==> src/shared/pmrs_defs.svh <==
// Purpose: offsets, field positions, reset values and timing counts of the supervisor
// Assumes: byte addresses on a 12-bit register port
// Notes: definitions only
`ifndef PMRS_DEFS_SVH
`define PMRS_DEFS_SVH

`define PMRS_ADDR_W 12
`define PMRS_OFF_TASK_CONST_LATENCY_TASK 12'h078
`define PMRS_OFF_TASK_LOWPOWER 12'h07C
`define PMRS_OFF_EVT_PFWARN 12'h108
`define PMRS_OFF_PIN_SELECT 12'h200
`define PMRS_OFF_RESET_REASON 12'h400
`define PMRS_OFF_PF_CONFIG 12'h510
`define PMRS_OFF_STATUS 12'h600
`define PMRS_OFF_RAM_BASE 12'h900
`define PMRS_RAM_STRIDE 12'h010

// reset reason bits
`define PMRS_RR_PIN 0
`define PMRS_RR_WDOG 1
`define PMRS_RR_SOFT 2
`define PMRS_RR_LOCKUP 3
`define PMRS_RR_WAKE 16
`define PMRS_RR_CTRLAP 17

// power-fail config fields
`define PMRS_PF_EN 0
`define PMRS_PF_THR_LSB 1
`define PMRS_PF_THR_W 4

// ram section fields
`define PMRS_RAM_POWER 0
`define PMRS_RAM_RETAIN 16
`define PMRS_RAM_RST 32'h0001_0001

// pin select fields
`define PMRS_PSEL_CONNECT 31
`define PMRS_PSEL_RST 32'h0000_0000

// minimum length of a pulsed reset
`define PMRS_RST_HOLD_NS 64
`define PMRS_CLK_NS 8

`endif

==> src/shared/pmrs_pkg.sv <==
// Purpose: types shared by the power mode and reset supervisor
// Assumes: nothing
// Notes: one bit per reset domain
package pmrs_pkg;

  typedef struct packed {
    logic reason;
    logic swdp;
    logic retained;
    logic wdt;
    logic debug;
    logic gpio;
    logic periph;
    logic cpu;
  } pmrs_domain_t;

  typedef struct packed {
    logic ram_access;
    logic ram_retain;
  } pmrs_ram_t;

endpackage : pmrs_pkg

==> src/verilog/pmrs_supervisor.sv <==
// Purpose: sub power mode, power-fail warning, ram section control and reset fan-out
// Assumes: ref_clk 125 MHz, pins and analog flags asynchronous, core and debug signals
//          on ref_clk
// Notes: nrst stands for the power-on path of the register file itself
//
// Behaviour
// (RULE_01) power-on comes up in System ON
// (RULE_02) sub mode applies only when all idle
// (RULE_03) constant-latency task selects constant latency
// (RULE_04) low-power task selects low power
// (RULE_05) System ON entry defaults to low power
// (RULE_06) enabled comparator warns when supply falls
// (RULE_07) warn also on enable or threshold raise
// (RULE_08) power-fail warning never causes reset
// (RULE_09) warning condition blocks nonvolatile writes
// (RULE_10) comparator off in System OFF, clock stopped
// (RULE_11) System OFF: ram inaccessible, retention field
// (RULE_12) System ON: power field gives access
// (RULE_13) reset reason register records latest source
// (RULE_14) power-on holds all until supply ready
// (RULE_15) selected capable reset pin gives pin reset
// (RULE_16) wake reset spares debug in debug mode
// (RULE_17) core request or control port: soft reset
// (RULE_18) lockup suppressed in debug; cpu/periph/gpio only
// (RULE_19) wake clears cpu, peripherals, debug only
// (RULE_20) watchdog reset, not in OFF, pin targets
// (RULE_21) brownout and power-on clear every domain
// (RULE_22) no reset source clears ram contents
// (RULE_23) sub mode held in one state bit
//
// Implementation choices: strobed register access and the register offsets.
`timescale 1ns/1ps
`default_nettype none
`include "pmrs_defs.svh"

module pmrs_supervisor
  import pmrs_pkg::*;
#(
  parameter int RAM_SECTIONS = 3,
  parameter int NUM_PINS = 32,
  parameter logic [NUM_PINS-1:0] RESET_PIN_CAPABLE = 32'h0000_0001
) (
  // clock and reset
  input wire logic ref_clk,
  input wire logic nrst,
  // register port
  input wire logic [`PMRS_ADDR_W-1:0] reg_addr,
  input wire logic [31:0] reg_wdata,
  input wire logic reg_wr,
  input wire logic reg_rd,
  output logic [31:0] reg_rdata,
  // asynchronous analog flags and pins
  input wire logic supply_ok,
  input wire logic regulators_ok,
  input wire logic brownout_n,
  input wire logic supply_below_threshold,
  input wire logic high_freq_clock_running,
  input wire logic [NUM_PINS-1:0] pin_levels,
  // core, debug and system state
  input wire logic cpu_idle,
  input wire logic periph_idle,
  input wire logic system_off,
  input wire logic wake_from_off,
  input wire logic debug_mode,
  input wire logic system_reset_request_bit,
  input wire logic control_access_port_reset,
  input wire logic watchdog_timeout,
  input wire logic cpu_lockup,
  // mode and supervisor outputs
  output logic const_latency_active,
  output logic [`PMRS_PF_THR_W-1:0] pf_threshold,
  output logic power_fail_warning_event,
  output logic nvm_write_block,
  // domain resets, active high
  output pmrs_domain_t domain_reset,
  // ram section control
  output pmrs_ram_t [RAM_SECTIONS-1:0] ram_ctrl
);

  localparam int HOLD_CYC_I = (`PMRS_RST_HOLD_NS + `PMRS_CLK_NS - 1) / `PMRS_CLK_NS;
  localparam logic [3:0] HOLD_CYC = 4'(HOLD_CYC_I);
  localparam int SYNC_W = NUM_PINS + 5;

  // two-flop synchronisers for everything off the ref_clk domain
  logic [SYNC_W-1:0] sync1_reg;
  logic [SYNC_W-1:0] sync2_reg;
  always_ff @(posedge ref_clk) begin
    sync1_reg <= {pin_levels, supply_ok, regulators_ok, brownout_n,
                  supply_below_threshold, high_freq_clock_running};
    sync2_reg <= sync1_reg;
  end

  logic [NUM_PINS-1:0] pins_s;
  logic supply_ok_s;
  logic regs_ok_s;
  logic brownout_n_s;
  logic below_s;
  logic high_freq_clock_s;
  assign {pins_s, supply_ok_s, regs_ok_s, brownout_n_s, below_s, high_freq_clock_s} = sync2_reg;

  logic [31:0] pin_select_reg;
  logic [31:0] reason_reg;
  logic [31:0] pf_config_reg;
  logic pf_event_reg;
  logic const_lat_reg;
  logic [31:0] ram_reg [RAM_SECTIONS];
  pmrs_domain_t tgt_reg;
  logic [3:0] hold_cnt_reg;
  logic pf_cond_reg;

  // decoded writes
  logic wr_const_latency_task;
  logic wr_lowpower;
  logic wr_pfevt;
  logic wr_psel;
  logic wr_reason;
  logic wr_pfcfg;
  assign wr_const_latency_task = reg_wr && reg_addr == `PMRS_OFF_TASK_CONST_LATENCY_TASK && reg_wdata[0];
  assign wr_lowpower = reg_wr && reg_addr == `PMRS_OFF_TASK_LOWPOWER && reg_wdata[0];
  assign wr_pfevt = reg_wr && reg_addr == `PMRS_OFF_EVT_PFWARN;
  assign wr_psel = reg_wr && reg_addr == `PMRS_OFF_PIN_SELECT;
  assign wr_reason = reg_wr && reg_addr == `PMRS_OFF_RESET_REASON;
  assign wr_pfcfg = reg_wr && reg_addr == `PMRS_OFF_PF_CONFIG;

  // level sources
  logic por_lvl;
  logic pin_lvl;
  // (RULE_14) supply and regulators ready
  assign por_lvl = !supply_ok_s || !regs_ok_s || !brownout_n_s;
  // (RULE_15) capable, connected, selected pin
  assign pin_lvl = pin_select_reg[`PMRS_PSEL_CONNECT]
                   && RESET_PIN_CAPABLE[pin_select_reg[4:0]]
                   && !pins_s[pin_select_reg[4:0]];

  // pulsed sources, gated as the system state demands
  logic wdog_ev;
  logic lock_ev;
  logic soft_ev;
  logic wake_ev;
  // (RULE_20) no watchdog reset in System OFF
  assign wdog_ev = watchdog_timeout && !system_off;
  // (RULE_18) lockup ignored under debug
  assign lock_ev = cpu_lockup && !debug_mode && !system_off;
  // (RULE_17) core request or control port
  assign soft_ev = system_reset_request_bit || control_access_port_reset;
  assign wake_ev = wake_from_off && system_off;

  // target masks per source
  pmrs_domain_t ev_mask;
  pmrs_domain_t lvl_mask;
  always_comb begin
    ev_mask = '0;
    lvl_mask = '0;
    // (RULE_18) soft and lockup targets
    if (soft_ev || lock_ev) begin
      ev_mask.cpu = 1'b1;
      ev_mask.periph = 1'b1;
      ev_mask.gpio = 1'b1;
    end
    // (RULE_19) wake targets, (RULE_16) debug kept in debug mode
    if (wake_ev) begin
      ev_mask.cpu = 1'b1;
      ev_mask.periph = 1'b1;
      ev_mask.debug = ev_mask.debug || !debug_mode;
    end
    // (RULE_20) watchdog and pin targets
    if (wdog_ev || pin_lvl) begin
      ev_mask = ev_mask | 8'h3F;
    end
    if (pin_lvl) begin
      lvl_mask = 8'h3F;
    end
    // (RULE_21) brownout and power-on clear all
    if (por_lvl) begin
      lvl_mask = 8'hFF;
      ev_mask = 8'hFF;
    end
  end

  // pulsed resets stretched to a minimum length
  always_ff @(posedge ref_clk) begin
    if (!nrst) begin
      tgt_reg <= '0;
      hold_cnt_reg <= 4'h0;
    end else if (ev_mask != '0) begin
      tgt_reg <= (hold_cnt_reg != 4'h0) ? (tgt_reg | ev_mask) : ev_mask;
      hold_cnt_reg <= HOLD_CYC;
    end else if (hold_cnt_reg != 4'h0) begin
      hold_cnt_reg <= hold_cnt_reg - 4'h1;
    end else begin
      tgt_reg <= '0;
    end
  end

  // (RULE_01) released reset lands in System ON with all domains free
  always_ff @(posedge ref_clk) begin
    if (!nrst) begin
      domain_reset <= 8'hFF;
    end else begin
      domain_reset <= tgt_reg | lvl_mask;
    end
  end

  // (RULE_13) sticky reason bits, set wins over clear
  always_ff @(posedge ref_clk) begin
    if (!nrst || por_lvl) begin
      reason_reg <= 32'h0000_0000;
    end else begin
      reason_reg <= (wr_reason ? (reason_reg & ~reg_wdata) : reason_reg)
                    | (32'(pin_lvl) << `PMRS_RR_PIN)
                    | (32'(wdog_ev) << `PMRS_RR_WDOG)
                    | (32'(system_reset_request_bit) << `PMRS_RR_SOFT)
                    | (32'(lock_ev) << `PMRS_RR_LOCKUP)
                    | (32'(wake_ev) << `PMRS_RR_WAKE)
                    | (32'(control_access_port_reset) << `PMRS_RR_CTRLAP);
    end
  end

  // (RULE_23) single mode bit, last task wins
  always_ff @(posedge ref_clk) begin
    // (RULE_05) wake or peripheral reset returns to low power
    if (!nrst || domain_reset.periph || wake_ev) begin
      const_lat_reg <= 1'b0;
    end else if (wr_const_latency_task) begin
      // (RULE_03) constant latency chosen
      const_lat_reg <= 1'b1;
    end else if (wr_lowpower) begin
      // (RULE_04) low power chosen
      const_lat_reg <= 1'b0;
    end
  end

  // (RULE_02) mode only bites while everything sleeps
  always_ff @(posedge ref_clk) begin
    if (!nrst) begin
      const_latency_active <= 1'b0;
    end else begin
      const_latency_active <= const_lat_reg && cpu_idle && periph_idle && !system_off;
    end
  end

  // pin select survives all but power-on and brownout; a pin reset would cancel itself
  always_ff @(posedge ref_clk) begin
    if (!nrst || domain_reset.swdp) begin
      pin_select_reg <= `PMRS_PSEL_RST;
    end else if (wr_psel) begin
      pin_select_reg <= reg_wdata;
    end
  end

  always_ff @(posedge ref_clk) begin
    if (!nrst || domain_reset.periph) begin
      pf_config_reg <= 32'h0000_0000;
    end else if (wr_pfcfg) begin
      pf_config_reg <= reg_wdata & 32'h0000_001F;
    end
  end

  // (RULE_10) comparator only runs in ON with the fast clock
  logic pf_cond;
  assign pf_cond = pf_config_reg[`PMRS_PF_EN] && high_freq_clock_s && !system_off && below_s;

  // (RULE_07) edge of the combined condition covers enable and threshold raise
  always_ff @(posedge ref_clk) begin
    if (!nrst) begin
      pf_cond_reg <= 1'b0;
    end else begin
      pf_cond_reg <= pf_cond;
    end
  end

  // (RULE_06) warning on falling supply; set wins over clear
  always_ff @(posedge ref_clk) begin
    if (!nrst || domain_reset.periph) begin
      pf_event_reg <= 1'b0;
      power_fail_warning_event <= 1'b0;
    end else begin
      power_fail_warning_event <= pf_cond && !pf_cond_reg;
      if (pf_cond && !pf_cond_reg) begin
        pf_event_reg <= 1'b1;
      end else if (wr_pfevt && !reg_wdata[0]) begin
        pf_event_reg <= 1'b0;
      end
    end
  end

  // (RULE_09) write inhibit follows the condition; (RULE_08) it feeds no reset mask
  always_ff @(posedge ref_clk) begin
    if (!nrst) begin
      nvm_write_block <= 1'b0;
      pf_threshold <= '0;
    end else begin
      nvm_write_block <= pf_cond;
      pf_threshold <= pf_config_reg[`PMRS_PF_THR_LSB +: `PMRS_PF_THR_W];
    end
  end

  // ram sections; (RULE_22) contents never touched, only control bits retained
  genvar g;
  generate
    for (g = 0; g < RAM_SECTIONS; g++) begin : g_ram
      localparam logic [`PMRS_ADDR_W-1:0] RAM_OFF =
        `PMRS_OFF_RAM_BASE + `PMRS_ADDR_W'(g) * `PMRS_RAM_STRIDE;
      always_ff @(posedge ref_clk) begin
        if (!nrst || domain_reset.retained) begin
          ram_reg[g] <= `PMRS_RAM_RST;
        end else if (reg_wr && reg_addr == RAM_OFF) begin
          ram_reg[g] <= reg_wdata & `PMRS_RAM_RST;
        end
      end
      always_ff @(posedge ref_clk) begin
        if (!nrst) begin
          ram_ctrl[g] <= 2'b11;
        end else begin
          // (RULE_12) on: power gives access and retention
          // (RULE_11) off: no access, retention field alone
          ram_ctrl[g].ram_access <= !system_off && ram_reg[g][`PMRS_RAM_POWER];
          ram_ctrl[g].ram_retain <= ram_reg[g][`PMRS_RAM_RETAIN]
                                    || (!system_off && ram_reg[g][`PMRS_RAM_POWER]);
        end
      end
    end
  endgenerate

  // read port, data one cycle after the strobe, unmapped reads zero
  logic [31:0] rd_mux;
  always_comb begin
    rd_mux = 32'h0000_0000;
    unique case (reg_addr)
      `PMRS_OFF_EVT_PFWARN: rd_mux = {31'h0, pf_event_reg};
      `PMRS_OFF_PIN_SELECT: rd_mux = pin_select_reg;
      `PMRS_OFF_RESET_REASON: rd_mux = reason_reg;
      `PMRS_OFF_PF_CONFIG: rd_mux = pf_config_reg;
      `PMRS_OFF_STATUS: rd_mux = {29'h0, pf_cond, const_latency_active, const_lat_reg};
      default: begin
        for (int i = 0; i < RAM_SECTIONS; i++) begin
          if (reg_addr == `PMRS_OFF_RAM_BASE + `PMRS_ADDR_W'(i) * `PMRS_RAM_STRIDE) begin
            rd_mux = ram_reg[i];
          end
        end
      end
    endcase
  end

  always_ff @(posedge ref_clk) begin
    if (!nrst) begin
      reg_rdata <= 32'h0000_0000;
    end else begin
      reg_rdata <= reg_rd ? rd_mux : 32'h0000_0000;
    end
  end

  // checks
  a_soft_targets: assert property (@(posedge ref_clk) disable iff (!nrst) // RULE_17
    soft_ev && !por_lvl && !pin_lvl && !wdog_ev && !wake_ev
    |=> ##1 domain_reset.cpu && domain_reset.gpio)
    else $error("soft reset did not reach cpu and gpio");
  a_lockup_debug: assert property (@(posedge ref_clk) disable iff (!nrst) // RULE_18
    cpu_lockup && debug_mode && !soft_ev && ev_mask == '0 |=> !reason_reg[`PMRS_RR_LOCKUP]
      || $past(reason_reg[`PMRS_RR_LOCKUP]))
    else $error("lockup recorded under debug");
  a_por_all: assert property (@(posedge ref_clk) disable iff (!nrst) // RULE_21
    por_lvl |=> domain_reset == 8'hFF)
    else $error("power-on level did not clear all domains");
  a_wake_keeps: assert property (@(posedge ref_clk) disable iff (!nrst) // RULE_16
    wake_ev && debug_mode && !por_lvl && !pin_lvl && !wdog_ev && !soft_ev
      && !lock_ev && hold_cnt_reg == 4'h0
    |=> ##1 !domain_reset.debug && !domain_reset.gpio && domain_reset.cpu)
    else $error("wake reset touched kept domains");
  a_mode_last: assert property (@(posedge ref_clk) disable iff (!nrst) // RULE_03
    wr_const_latency_task && !domain_reset.periph && !wake_ev |=> const_lat_reg)
    else $error("constant latency task ignored");
  a_mode_idle: assert property (@(posedge ref_clk) disable iff (!nrst) // RULE_02
    const_latency_active |-> $past(cpu_idle) && $past(periph_idle))
    else $error("sub mode active while busy");
  a_warn_pulse: assert property (@(posedge ref_clk) disable iff (!nrst) // RULE_06
    $rose(pf_cond) && !domain_reset.periph |=> power_fail_warning_event ##1
      !power_fail_warning_event)
    else $error("warning pulse wrong");
  a_nvm_block: assert property (@(posedge ref_clk) disable iff (!nrst) // RULE_10
    system_off || !high_freq_clock_s |=> !nvm_write_block)
    else $error("write block while comparator off");
  a_reason_keep: assert property (@(posedge ref_clk) disable iff (!nrst) // RULE_13
    wake_ev && !por_lvl |=> reason_reg[`PMRS_RR_WAKE])
    else $error("wake not recorded");
  a_wdog_off: assert property (@(posedge ref_clk) disable iff (!nrst) // RULE_20
    system_off && watchdog_timeout && !por_lvl |=> !reason_reg[`PMRS_RR_WDOG]
      || $past(reason_reg[`PMRS_RR_WDOG]))
    else $error("watchdog reset in System OFF");

  c_soft: cover property (@(posedge ref_clk) disable iff (!nrst) soft_ev ##2 domain_reset.cpu);
  c_warn: cover property (@(posedge ref_clk) disable iff (!nrst) power_fail_warning_event);
  c_wake: cover property (@(posedge ref_clk) disable iff (!nrst) wake_ev ##2 domain_reset.periph);
  c_const: cover property (@(posedge ref_clk) disable iff (!nrst) const_latency_active);

endmodule : pmrs_supervisor

`default_nettype wire

==> config.mk <==
export PLATFORM = sky130hd
export DESIGN_NAME = pmrs_supervisor
export DESIGN_NICKNAME = d
export VERILOG_FILES = /design/src/shared/pmrs_pkg.sv /design/src/verilog/pmrs_supervisor.sv
export VERILOG_INCLUDE_DIRS = /design/src /design/src/shared
export SDC_FILE = /design/constraint.sdc
export NUM_CORES = 1
export LEC_CHECK = 0
export BUFFER_PORTS_ARGS = -buffer_cell sky130_fd_sc_hd__buf_2
export CAP_MARGIN = 5
export CELL_PAD_IN_SITES_DETAIL_PLACEMENT = 1
export CELL_PAD_IN_SITES_GLOBAL_PLACEMENT = 2
export CORE_MARGIN = 2
export CORE_UTILIZATION = 33
export DETAILED_ROUTE_END_ITERATION = 10
export GPL_TIMING_DRIVEN = 0
export PLACE_DENSITY_LB_ADDON = 0.05
export SLEW_MARGIN = 20
export SYNTH_ARGS = -nofsm -noshare
export SYNTH_HDL_FRONTEND = slang
export SYNTH_SLANG_ARGS = --single-unit
==> constraint.sdc <==
create_clock -name ref_clk -period 2.55 [get_ports ref_clk]
set_input_delay 0.51 -clock ref_clk [delete_from_list [all_inputs] [get_ports ref_clk]]
set_output_delay 0.51 -clock ref_clk [all_outputs]
set_load 0.1 [all_outputs]
==> results of run 1 <==
[final timing paths]
check / end / slack (ns)
worst min-delay path: sync1_reg[24]$_DFF_P_ / 0.09
worst min register to register: sync2_reg[18]$_DFF_P_ / 0.32
worst max register to register: tgt_reg[4]$_SDFFE_PN0P_ / 0.30
worst max-delay path: reason_reg[18]$_SDFFE_PP0P_ / 0.23
[area by class of cell]
type                            instances  area [um^2]
Clock buffer                           30          684
Fill cell                            2415        12000
Multi-Input combinational cell        422         2370
Clock inverter                         14          184
Inverter                               10         37.5
Timing Repair Buffer                  147          741
Tap cell                              275          344
Sequential cell                       217         4410
Buffer                                 37          166
[through the flow]
| step | TNS (ns) | hold slack [ns] | worst slack, ns | std cells |
|---|---|---|---|---|
| 4_1_cts | 0 | 0.0719 | 0.0267 | 1150 |
| 6_report | 0 | 0.0937 | 0.225 | 1152 |
| 5_1_grt | 0 | 0.0725 | 0.0881 | 1152 |
| 3_5_place_dp | -27.93 | 0.313 | -0.673 | 1106 |
| 2_1_floorplan | 0 | 0.310 | 0.313 | 686 |
| 3_3_place_gp | -24.40 | 0.311 | -0.603 | 1106 |
[metal layers]
| metal | part of all wire | wire length, um |
|---|---|---|
| met5 | 0 | 0 |
| met4 | 0.014 | 284 |
| met3 | 0.047 | 935 |
| met2 | 0.50 | 10100 |
| met1 | 0.44 | 8770 |
[kinds of logic (layout without fill, tap and decap cells)]
group,after synthesis,in the layout,share of synthesized area
multiplexers,17,17,0.0358
XOR/XNOR,1,1,0.00126
flip-flops,217,217,0.632
buffers and inverters,47,238,0.0284
AO/OA/AOI/OAI,135,135,0.117
AND/OR/NAND/NOR,268,268,0.183
adder cells (fa/ha/maj),1,1,0.00180
[cells in the final DEF (no fill, tap or decap), types with 4 or more instances in the layout]
master / n
a21oi_1: 78
a22oi_1: 28
a31oi_1: 7
and2_1: 6
buf_2: 150
buf_4: 5
clkbuf_1: 25
clkbuf_16: 25
clkbuf_8: 4
dfxtp_1: 210
edfxtp_1: 6
inv_1: 10
mux2i_1: 8
mux4_2: 6
nand2_1: 127
nand2b_1: 7
nand3_1: 13
nand3b_1: 8
nand4_1: 6
nor2_1: 50
nor3_1: 11
nor4_1: 5
o21ai_0: 5
or2_2: 7
or3_1: 5
[repair_timing]
| item | in CTS | in global routing |
|---|---|---|
| pin swaps | 0 | 1 |
| buffers inserted | 0 | 2 |
| resized for setup | 1 | 5 |
| endpoints found under the setup margin | 10 | 31 |
[where the power goes]
part / internal, W / switching (W) / total, W
sequential: 0.00348 / 0.0000222 / 0.00350
clock: 0.00224 / 0.00142 / 0.00366
combinational: 0.0000928 / 0.000153 / 0.000246
total: 0.00581 / 0.00160 / 0.00741
[critical path: cells and delay by family]
family / cells / cell delay, ns
AO/OA/AOI/OAI: 1 / 0.10
buffers and inverters: 4 / 0.72
AND/OR/NAND/NOR: 3 / 1.37
==> results by group, run 1 <==
Power
  – Leakage power: 3.42 nW
  – Maximum VDD drop: 0.595 mV
  – Pwr Density: 830 nW/um^2
  – Final Total Pwr: 0.00741 W

Synth
  – Syn Area/Cell: 10.2 um^2
  – Post-Syn Nets: 781
  – Ys flop type: dfxtp_1
  – Sequential-to-total area share from yosys stat: 0.632
  – Yosys cell types: 51
  – Mapped cell area: 6960 um^2
  – Post-Synthesis Cells: 686
  – Post-synth EDFFs: 6
  – Ys async rst share: 0
  – Area leader, netlist: dfxtp_1
  – Number of synthesized register bits: 217
  – Count leader, synth: dfxtp_1
  – Synth top cells by count: 211 x dfxtp_1, 127 x nand2_1, 78 x a21oi_1
  – Warnings, synthesis: 0
  – Synth top area cells: dfxtp_1 61%, nand2_1 6.8%, a21oi_1 5.6%, a22oi_1 3.1%, nor2_1 2.7%
  – Yosys top cell area share: 0.607

Floorplan
  – I/O pin count: 147
  – Die extent in x: 149 um
  – Num rows: 53
  – Die Ht: 149 um
  – Die area: 22300 um^2
  – Starting Density: 0.333
  – Core ar.: 20900 um^2

Timing
  – Max Clk Rate: 0.430 GHz
  – Number of setup violations in the final report: 0
  – Fin. max-slew vios: 0
  – Final Hold Vio Count: 0
  – Slew HR: 0.352
  – Worst Max-Slew Pin Slew: 0.963 ns
  – Period Utilization, post-route: 0.912
  – Tmin final: 2.32 ns
  – Layout Skew: 0.0183 ns
  – RSZ-0062 raised after global routing: false

Placement
  – Cell Area, Placed: 8030 um^2
  – DPL Wire Length: 14.7 mm
  – Final RePlAce weighted congestion: 0.849
  – I/O Buffers: 145

Setup path
  – WP data required: 2.94 ns
  – Critical Path, Cell by Cell: buf_2, or4_1, buf_2, nor4_4, and2_1, buf_4, buf_4, a21oi_1
  – Cell count of the worst reg-to-reg path: 7
  – Critical path launch point: reg_addr[7]
  – Crit-path max cell delay: 0.64 ns
  – Slowest CP cell: nor4_4
  – Critical path peak fanout: 10
  – Critical path launch point type: input port
  – CP endpoint kind: flop
  – Crit path kind: input port to flop
  – Worst R2R Start: pin_select_reg[0]$_SDFFE_PN0P_
  – Crit path DAT: 2.71 ns

GRT
  – GRT met1 Usage: 0.223
  – Met2 Use GR: 0.329
  – All-layer global routing usage: 0.181
  – Initial antenna violation count: 0
  – Largest net degree at the start of global routing: 16
  – GR peak layer: met2
  – Number of global-route vias before repair: 5961
  – First-pass GRT wire length: 31.7 mm
  – Total grt overflow: 0
  – Met3 Resource Use GR: 0.0330

Clock network
  – CTS clk-pin slew, worst paths: 0.06 ns
  – Total clock buffers created by CTS: 24
  – Clock Sinks: 217
  – CTS Root Cell: clkbuf_16
  – Clk buf depth: 3
  – CTS tree: yes
  – H-tree depth: 1
  – Latest clock arrival within the worst-skew pair: 0.51 ns
  – Hold buffers post-CTS: 0

Outcome
  – Outcome: finished, final reports clean

Detailed routing
  – DR DRC count: 0
  – Final wirelength: 20.0 mm
  – Drt pass-1 iters: 4
  – DRT iter0 DRCs: 192
  – Post-route ant nets: 0
  – Routed wire length per instance: 17.4 um
  – Mean number of vias per cell: 4.80
  – Via count: 5524

Run
  – Max-Cap Viols: 0

Cells and area
  – Diode count: 0
  – Finished Core Util: 0.427
  – Final Cell Area: 8930 um^2
  – Area grow syn2layout: 28.2%
  – Fraction of layout cells with a size suffix above 1: 0.258
  – NumNets Final: 954

Worst hold path
  – Hold wc startpoint: pin_levels[19]
  – Worst Hold Class: input port to flop
  – Worst hold stages: 1
Power figures use the tool's default switching activity.
==> run 2: changes to the inputs <==
--- a/config.mk
+++ b/config.mk
@@ -6,12 +6,13 @@
 export SDC_FILE = /design/constraint.sdc
 export NUM_CORES = 1
 export LEC_CHECK = 0
+export ABC_AREA = 1
 export BUFFER_PORTS_ARGS = -buffer_cell sky130_fd_sc_hd__buf_2
 export CAP_MARGIN = 5
 export CELL_PAD_IN_SITES_DETAIL_PLACEMENT = 1
 export CELL_PAD_IN_SITES_GLOBAL_PLACEMENT = 2
 export CORE_MARGIN = 2
-export CORE_UTILIZATION = 33
+export CORE_UTILIZATION = 32
 export DETAILED_ROUTE_END_ITERATION = 10
 export GPL_TIMING_DRIVEN = 0
 export PLACE_DENSITY_LB_ADDON = 0.05
==> run 2 against run 1 <==
Compared with the run above: via count increased by 7.7%; sequential share of layout area decreased by 1.6 points; clock-buffer cell count increased by 3; combinational power about the same; sequential power about the same; clock power decreased by 7.7%; synthesized area increased by 5.8%; largest power group is now sequential cells; critical endpoint is now domain_reset[6].
==> results by group, run 2 <==
GRT
  – All-layer global routing usage: 0.169
  – First-pass GRT wire length: 32.4 mm
  – Initial antenna violation count: 3
  – Total grt overflow: 0
  – Largest net degree at the start of global routing: 15
  – Number of global-route vias before repair: 6142

Floorplan
  – Core ar.: 22600 um^2
  – I/O pin count: 147
  – Die area: 24300 um^2
  – Num rows: 55
  – Die extent in x: 156 um
  – Die Ht: 156 um
  – Starting Density: 0.326

Synth
  – Mapped cell area: 7370 um^2
  – Sequential-to-total area share from yosys stat: 0.598
  – Ys async rst share: 0
  – Synth top cells by count: 211 x dfxtp_1, 168 x nand2_1, 127 x inv_1
  – Count leader, synth: dfxtp_1
  – Number of synthesized register bits: 217
  – Warnings, synthesis: 0
  – Ys flop type: dfxtp_1
  – Largest family of logic cells by synthesized area: simple AND/OR/NAND/NOR gates
  – Area leader, netlist: dfxtp_1
  – Post-synth EDFFs: 6
  – Post-Synthesis Cells: 847
  – Yosys top cell area share: 0.573
  – Yosys cell types: 40
  – Post-synthesis mux area share: 0
  – Synth top area cells: dfxtp_1 57%, nand2_1 8.6%, inv_1 6.5%, nand3_1 6.1%, a21oi_1 3.1%
  – XOR/XNOR share of the synthesized area: 0.00119
  – Post-Syn Nets: 942
  – Post-Synth Adder-Cell Area: 0.00170
  – Synth Area in Compound Gates: 0.0893
  – Syn Area/Cell: 8.70 um^2
  – Post-synthesis simple-gate area fraction: 0.213

Clock network
  – Latest clock arrival within the worst-skew pair: 0.52 ns
  – Hold buffers post-CTS: 0
  – Total clock buffers created by CTS: 24
  – CTS Root Cell: clkbuf_16
  – H-tree depth: 1
  – CTS clk-pin slew, worst paths: 0.06 ns
  – CTS tree: yes
  – Post-CTS Setup Bufs: 0
  – CTS resizes: 0
  – Clk buf depth: 3
  – Clock Sinks: 217

Timing
  – Tmin final: 1.88 ns
  – Layout Skew: 0.0265 ns
  – Number of setup violations in the final report: 0
  – Max Clk Rate: 0.531 GHz
  – Setup TNS: 0 ns
  – Worst Max-Slew Pin Slew: 0.650 ns
  – Final Hold Vio Count: 0
  – Slew HR: 0.567
  – Period Utilization, post-route: 0.738
  – Fin worst setup slack: 0.668 ns
  – Fin. max-slew vios: 0
  – RSZ-0062 raised after global routing: false

Cells and area
  – Commonest non-fill, non-tap cells in the layout: 211 x dfxtp_1, 168 x nand2_1, 158 x buf_2, 127 x inv_1, 90 x nand3_1
  – Area grow syn2layout: 25.2%
  – Finished Core Util: 0.408
  – Diode count: 0
  – Post-Layout Cell Count: 1319
  – Filler instances: 2726
  – Commonest non-fill, non-tap cell in the layout: dfxtp_1
  – NumNets Final: 1113
  – Fraction of layout cells with a size suffix above 1: 0.228

Setup path
  – Buf+Inv Stages, Crit Path: 1
  – WP data required: 2.04 ns
  – Cell count of the worst reg-to-reg path: 5
  – Worst R2R Start: sync2_reg[3]$_DFF_P_
  – Crit path DAT: 1.37 ns
  – Setup crit end: domain_reset[6]
  – Critical Path, Cell by Cell: buf_2
  – Slowest CP cell: buf_2
  – R2r endpoint: domain_reset[0]$_SDFF_PN1_
  – Critical path launch point type: flop
  – Critical path peak fanout: 2
  – Flop-to-flop setup slack: 0.73 ns
  – Crit path kind: flop to output port
  – CP endpoint kind: output port
  – Critical path depth: 1
  – Critical path launch point: domain_reset[6]$_SDFF_PN1_
  – Crit-path max cell delay: 0.45 ns
  – Critical path's top delay family: buffers and inverters

Power
  – Final Total Pwr: 0.00713 W
  – Maximum VDD drop: 0.564 mV
  – Pwr Density: 773 nW/um^2
  – Leakage power: 4.21 nW

Detailed routing
  – Max layer used: met5
  – Post-route ant nets: 0
  – DR DRC count: 0
  – Metal3 WL: 916 um
  – Routed wire length per instance: 15.3 um
  – Drt pass-1 iters: 4
  – Met2 WL: 9.50 mm
  – Final wirelength: 20.2 mm
  – Met1 Wirelength: 9.33 mm
  – Via count: 5947
  – DRT iter0 DRCs: 157
  – Mean number of vias per cell: 4.51

Outcome
  – Outcome: finished, final reports clean

Run
  – Max-Cap Viols: 0

Placement
  – Pre-CTS WS: 0.279 ns
  – DPL Wire Length: 15.0 mm
  – I/O Buffers: 145
  – Dpl cells: 1277
  – Final RePlAce weighted congestion: 0.755

Worst hold path
  – Worst Hold Class: input port to flop
run 2: cell types whose count changed after synthesis, moves of 29 or more:
cell	change
a211oi_1	+29
a21oi_1	-32
a22oi_1	-29
inv_1	+117
nand2_1	+41
nand3_1	+77
run 2: area by class of cell:
cell class	instances	area, um^2	share of cell area
clock buffer	33	696	0.0754
tap	285	357	0.0386
timing repair buffer	145	726	0.0786
buffer	33	196	0.0213
clock inverter	9	78.8	0.00854
inverter	137	518	0.0561
sequential	217	4400	0.477
multi-input combinational	460	2250	0.244
run 2: routing by layer:
layer / vias up / GRT usage
li1: 3038 / -
met1: 2764 / 0.219
met2: 109 / 0.288
met3: 32 / 0.0364
met4: 4 / 0.0446
met5: - / 0
run 2: worst min path at each step:
stage / from / end / slack [ns] / cells past startpoint
after floorplan: sync1_reg[0]$_DFF_P_ / sync2_reg[0]$_DFF_P_ / 0.31 / 0
after global routing: pin_levels[24] / sync1_reg[29]$_DFF_P_ / 0.06 / 1
after detailed placement: sync1_reg[3]$_DFF_P_ / sync2_reg[3]$_DFF_P_ / 0.31 / 0
after CTS: regulators_ok / sync1_reg[3]$_DFF_P_ / 0.06 / 1
after global placement: sync1_reg[4]$_DFF_P_ / sync2_reg[4]$_DFF_P_ / 0.31 / 0
final: regulators_ok / sync1_reg[3]$_DFF_P_ / 0.08 / 1
run 2: per-stage QoR:
step	hold WS [ns]	instance area [um^2]
2_1_floorplan	0.310	7370
3_3_place_gp	0.311	8450
3_5_place_dp	0.313	8450
4_1_cts	0.0608	9230
5_1_grt	0.0609	9230
6_report	0.0828	9230
run 2: cell families (layout without fill, tap and decap cells):
family / Yosys count / count (layout)
AND/OR/NAND/NOR: 353 / 353
buffers and inverters: 170 / 357
AO/OA/AOI/OAI: 105 / 105
flip-flops: 217 / 217
XOR/XNOR: 1 / 1
adder cells (fa/ha/maj): 1 / 1
run 2: power breakdown:
part / total (W) / switching [W] / internal [W] / leakage, nW
Combinational: 0.000249 / 0.000165 / 0.0000832 / 2.05
Sequential: 0.00350 / 0.0000213 / 0.00348 / 1.78
Clock: 0.00338 / 0.00138 / 0.00200 / 0.380
Total: 0.00713 / 0.00156 / 0.00557 / 4.21
==> run 3: changes to the inputs <==
==> constraint.sdc (replaced) <==
create_clock -name ref_clk -period 1.93 [get_ports ref_clk]
set_input_delay 0.386 -clock ref_clk [delete_from_list [all_inputs] [get_ports ref_clk]]
set_output_delay 0.386 -clock ref_clk [all_outputs]
set_load 0.1 [all_outputs]
==> run 3 against run 2 <==
Compared with the run above: flip-flop and latch count stayed put; clock power up 32%; hold slack got worse by 0.027 ns; combinational power increased by 57%; register-to-register slack worse by 0.55 ns; core utilization up 1.8 points; power increased by 33%; highest routed layer unchanged.
==> results by group, run 3 (synthesized netlist as in run 2, its figures left out) <==
Detailed routing
  – Routed wire length per instance: 15.4 um
  – Final wirelength: 21.0 mm
  – Met1 Wirelength: 9.44 mm
  – Max layer used: met5
  – Met2 WL: 10.1 mm
  – Metal3 WL: 1.01 mm
  – DR DRC count: 0
  – Via count: 6112
  – Mean number of vias per cell: 4.50
  – Drt pass-1 iters: 4
  – Post-route ant nets: 0
  – DRT iter0 DRCs: 174

Clock network
  – CTS tree: yes
  – Latest clock arrival within the worst-skew pair: 0.52 ns
  – CTS clk-pin slew, worst paths: 0.06 ns
  – Post-CTS Setup Bufs: 0
  – Clock Sinks: 217
  – Total clock buffers created by CTS: 24
  – H-tree depth: 1
  – Clk buf depth: 3
  – CTS Root Cell: clkbuf_16

Floorplan
  – Num rows: 55
  – I/O pin count: 147
  – Die Ht: 156 um
  – Die extent in x: 156 um
  – Core ar.: 22600 um^2
  – Die area: 24300 um^2
  – Starting Density: 0.326

Setup path
  – Crit-path max cell delay: 0.45 ns
  – Slowest CP cell: buf_2
  – Critical path launch point type: flop
  – CP endpoint kind: output port
  – Crit path DAT: 1.37 ns
  – Critical path peak fanout: 2
  – Critical path's top delay family: buffers and inverters
  – Critical path launch point: domain_reset[6]$_SDFF_PN1_
  – WP data required: 1.54 ns
  – Flop-to-flop setup slack: 0.18 ns
  – Critical Path, Cell by Cell: buf_2
  – Buf+Inv Stages, Crit Path: 1
  – Crit path kind: flop to output port
  – Worst R2R Start: pin_select_reg[0]$_SDFFE_PN0P_

GRT
  – Initial antenna violation count: 3
  – Largest net degree at the start of global routing: 15
  – First-pass GRT wire length: 33.5 mm
  – All-layer global routing usage: 0.175
  – Total grt overflow: 0
  – Number of global-route vias before repair: 6386

Cells and area
  – Area grow syn2layout: 30.6%
  – NumNets Final: 1151
  – Filler instances: 2706
  – Register area: 4400 um^2
  – Post-Layout Cell Count: 1358
  – Commonest non-fill, non-tap cells in the layout: 211 x dfxtp_1, 167 x nand2_1, 158 x buf_2, 127 x inv_1, 90 x nand3_1
  – Commonest non-fill, non-tap cell in the layout: dfxtp_1
  – Fraction of layout cells with a size suffix above 1: 0.223
  – Area of the multi-input gates: 2280 um^2

Timing
  – Worst Max-Slew Pin Slew: 0.658 ns
  – Final Hold Vio Count: 0
  – Slew HR: 0.562
  – Tmin final: 1.76 ns
  – Period Utilization, post-route: 0.912
  – Fin. max-slew vios: 0
  – RSZ-0062 raised after global routing: false
  – Number of setup violations in the final report: 0
  – Setup TNS: 0 ns
  – Max Clk Rate: 0.568 GHz
  – Layout Skew: 0.0262 ns

Placement
  – I/O Buffers: 145
  – Dpl cells: 1277
  – DPL Wire Length: 15.0 mm
  – Final RePlAce weighted congestion: 0.755

Outcome
  – Outcome: finished, final reports clean

Worst hold path
  – Worst Hold Class: input port to flop
  – Hold wc startpoint: system_off

Run
  – Max-Cap Viols: 0

Power
  – Pwr Density: 986 nW/um^2
  – Leakage power: 4.37 nW
  – Maximum VDD drop: 0.666 mV
==> run 3: cell types whose count changed in the layout (fill, tap and decap cells not counted), sizes merged <==
cell         before  now
dlygate4sd3       0   37
diode             0    1
nand2           171  172
==> run 3: worst paths after layout <==
check	cells after the start	to
setup reg to reg	13	tgt_reg[3]$_SDFFE_PN0P_
setup / recovery	1	domain_reset[6]
hold / removal	2	const_latency_active$_SDFF_PN0_
hold reg to reg	0	sync2_reg[36]$_DFF_P_
==> run 3: per-stage QoR <==
step                      hold WS (ns)  cell area, um^2  setup WS [ns]  total power [W]   util
final                           0.0555             9620          0.169          0.00949  0.425
after global routing            0.0594             9620         0.0203          0.00988  0.425
after detailed placement         0.313             8450         -0.217          0.00506  0.373
after CTS                       0.0353             9600         0.0552          0.00961  0.424
after global placement           0.311             8450         -0.241          0.00506  0.373
after floorplan                  0.310             7370          0.181          0.00488      -
==> run 3: routing by layer <==
layer | track usage | vias up
met4 | 0.0446 | 4
met5 | 0 | -
li1 | - | 3121
met2 | 0.304 | 121
met1 | 0.222 | 2833
met3 | 0.0361 | 33
==> run 3: timing repair <==
action | 4_1_cts | 5_1_grt
hold buffers | 37 | 0
endpoints found under the setup margin | 0 | 15
endpoints found under the hold margin | 37 | 0
resized for setup | 0 | 4
==> run 3: power by group <==
group | switching [W] | internal (W) | total (W)
combinational | 0.000233 | 0.000159 | 0.000392
sequential | 0.0000282 | 0.00460 | 0.00463
clock | 0.00183 | 0.00265 | 0.00447
==> run 3: layout make-up <==
| class | count | area share |
|---|---|---|
| flip-flops and latches | 217 | 0.458 |
| multi-input cells | 461 | 0.236 |
| repair buffers | 182 | 0.114 |
| clock buffers | 33 | 0.0723 |
| inverters | 137 | 0.0538 |
| well taps | 285 | 0.0371 |
| plain buffers | 33 | 0.0204 |
| clock inverters | 9 | 0.00819 |
| diodes | 1 | 0.000260 |
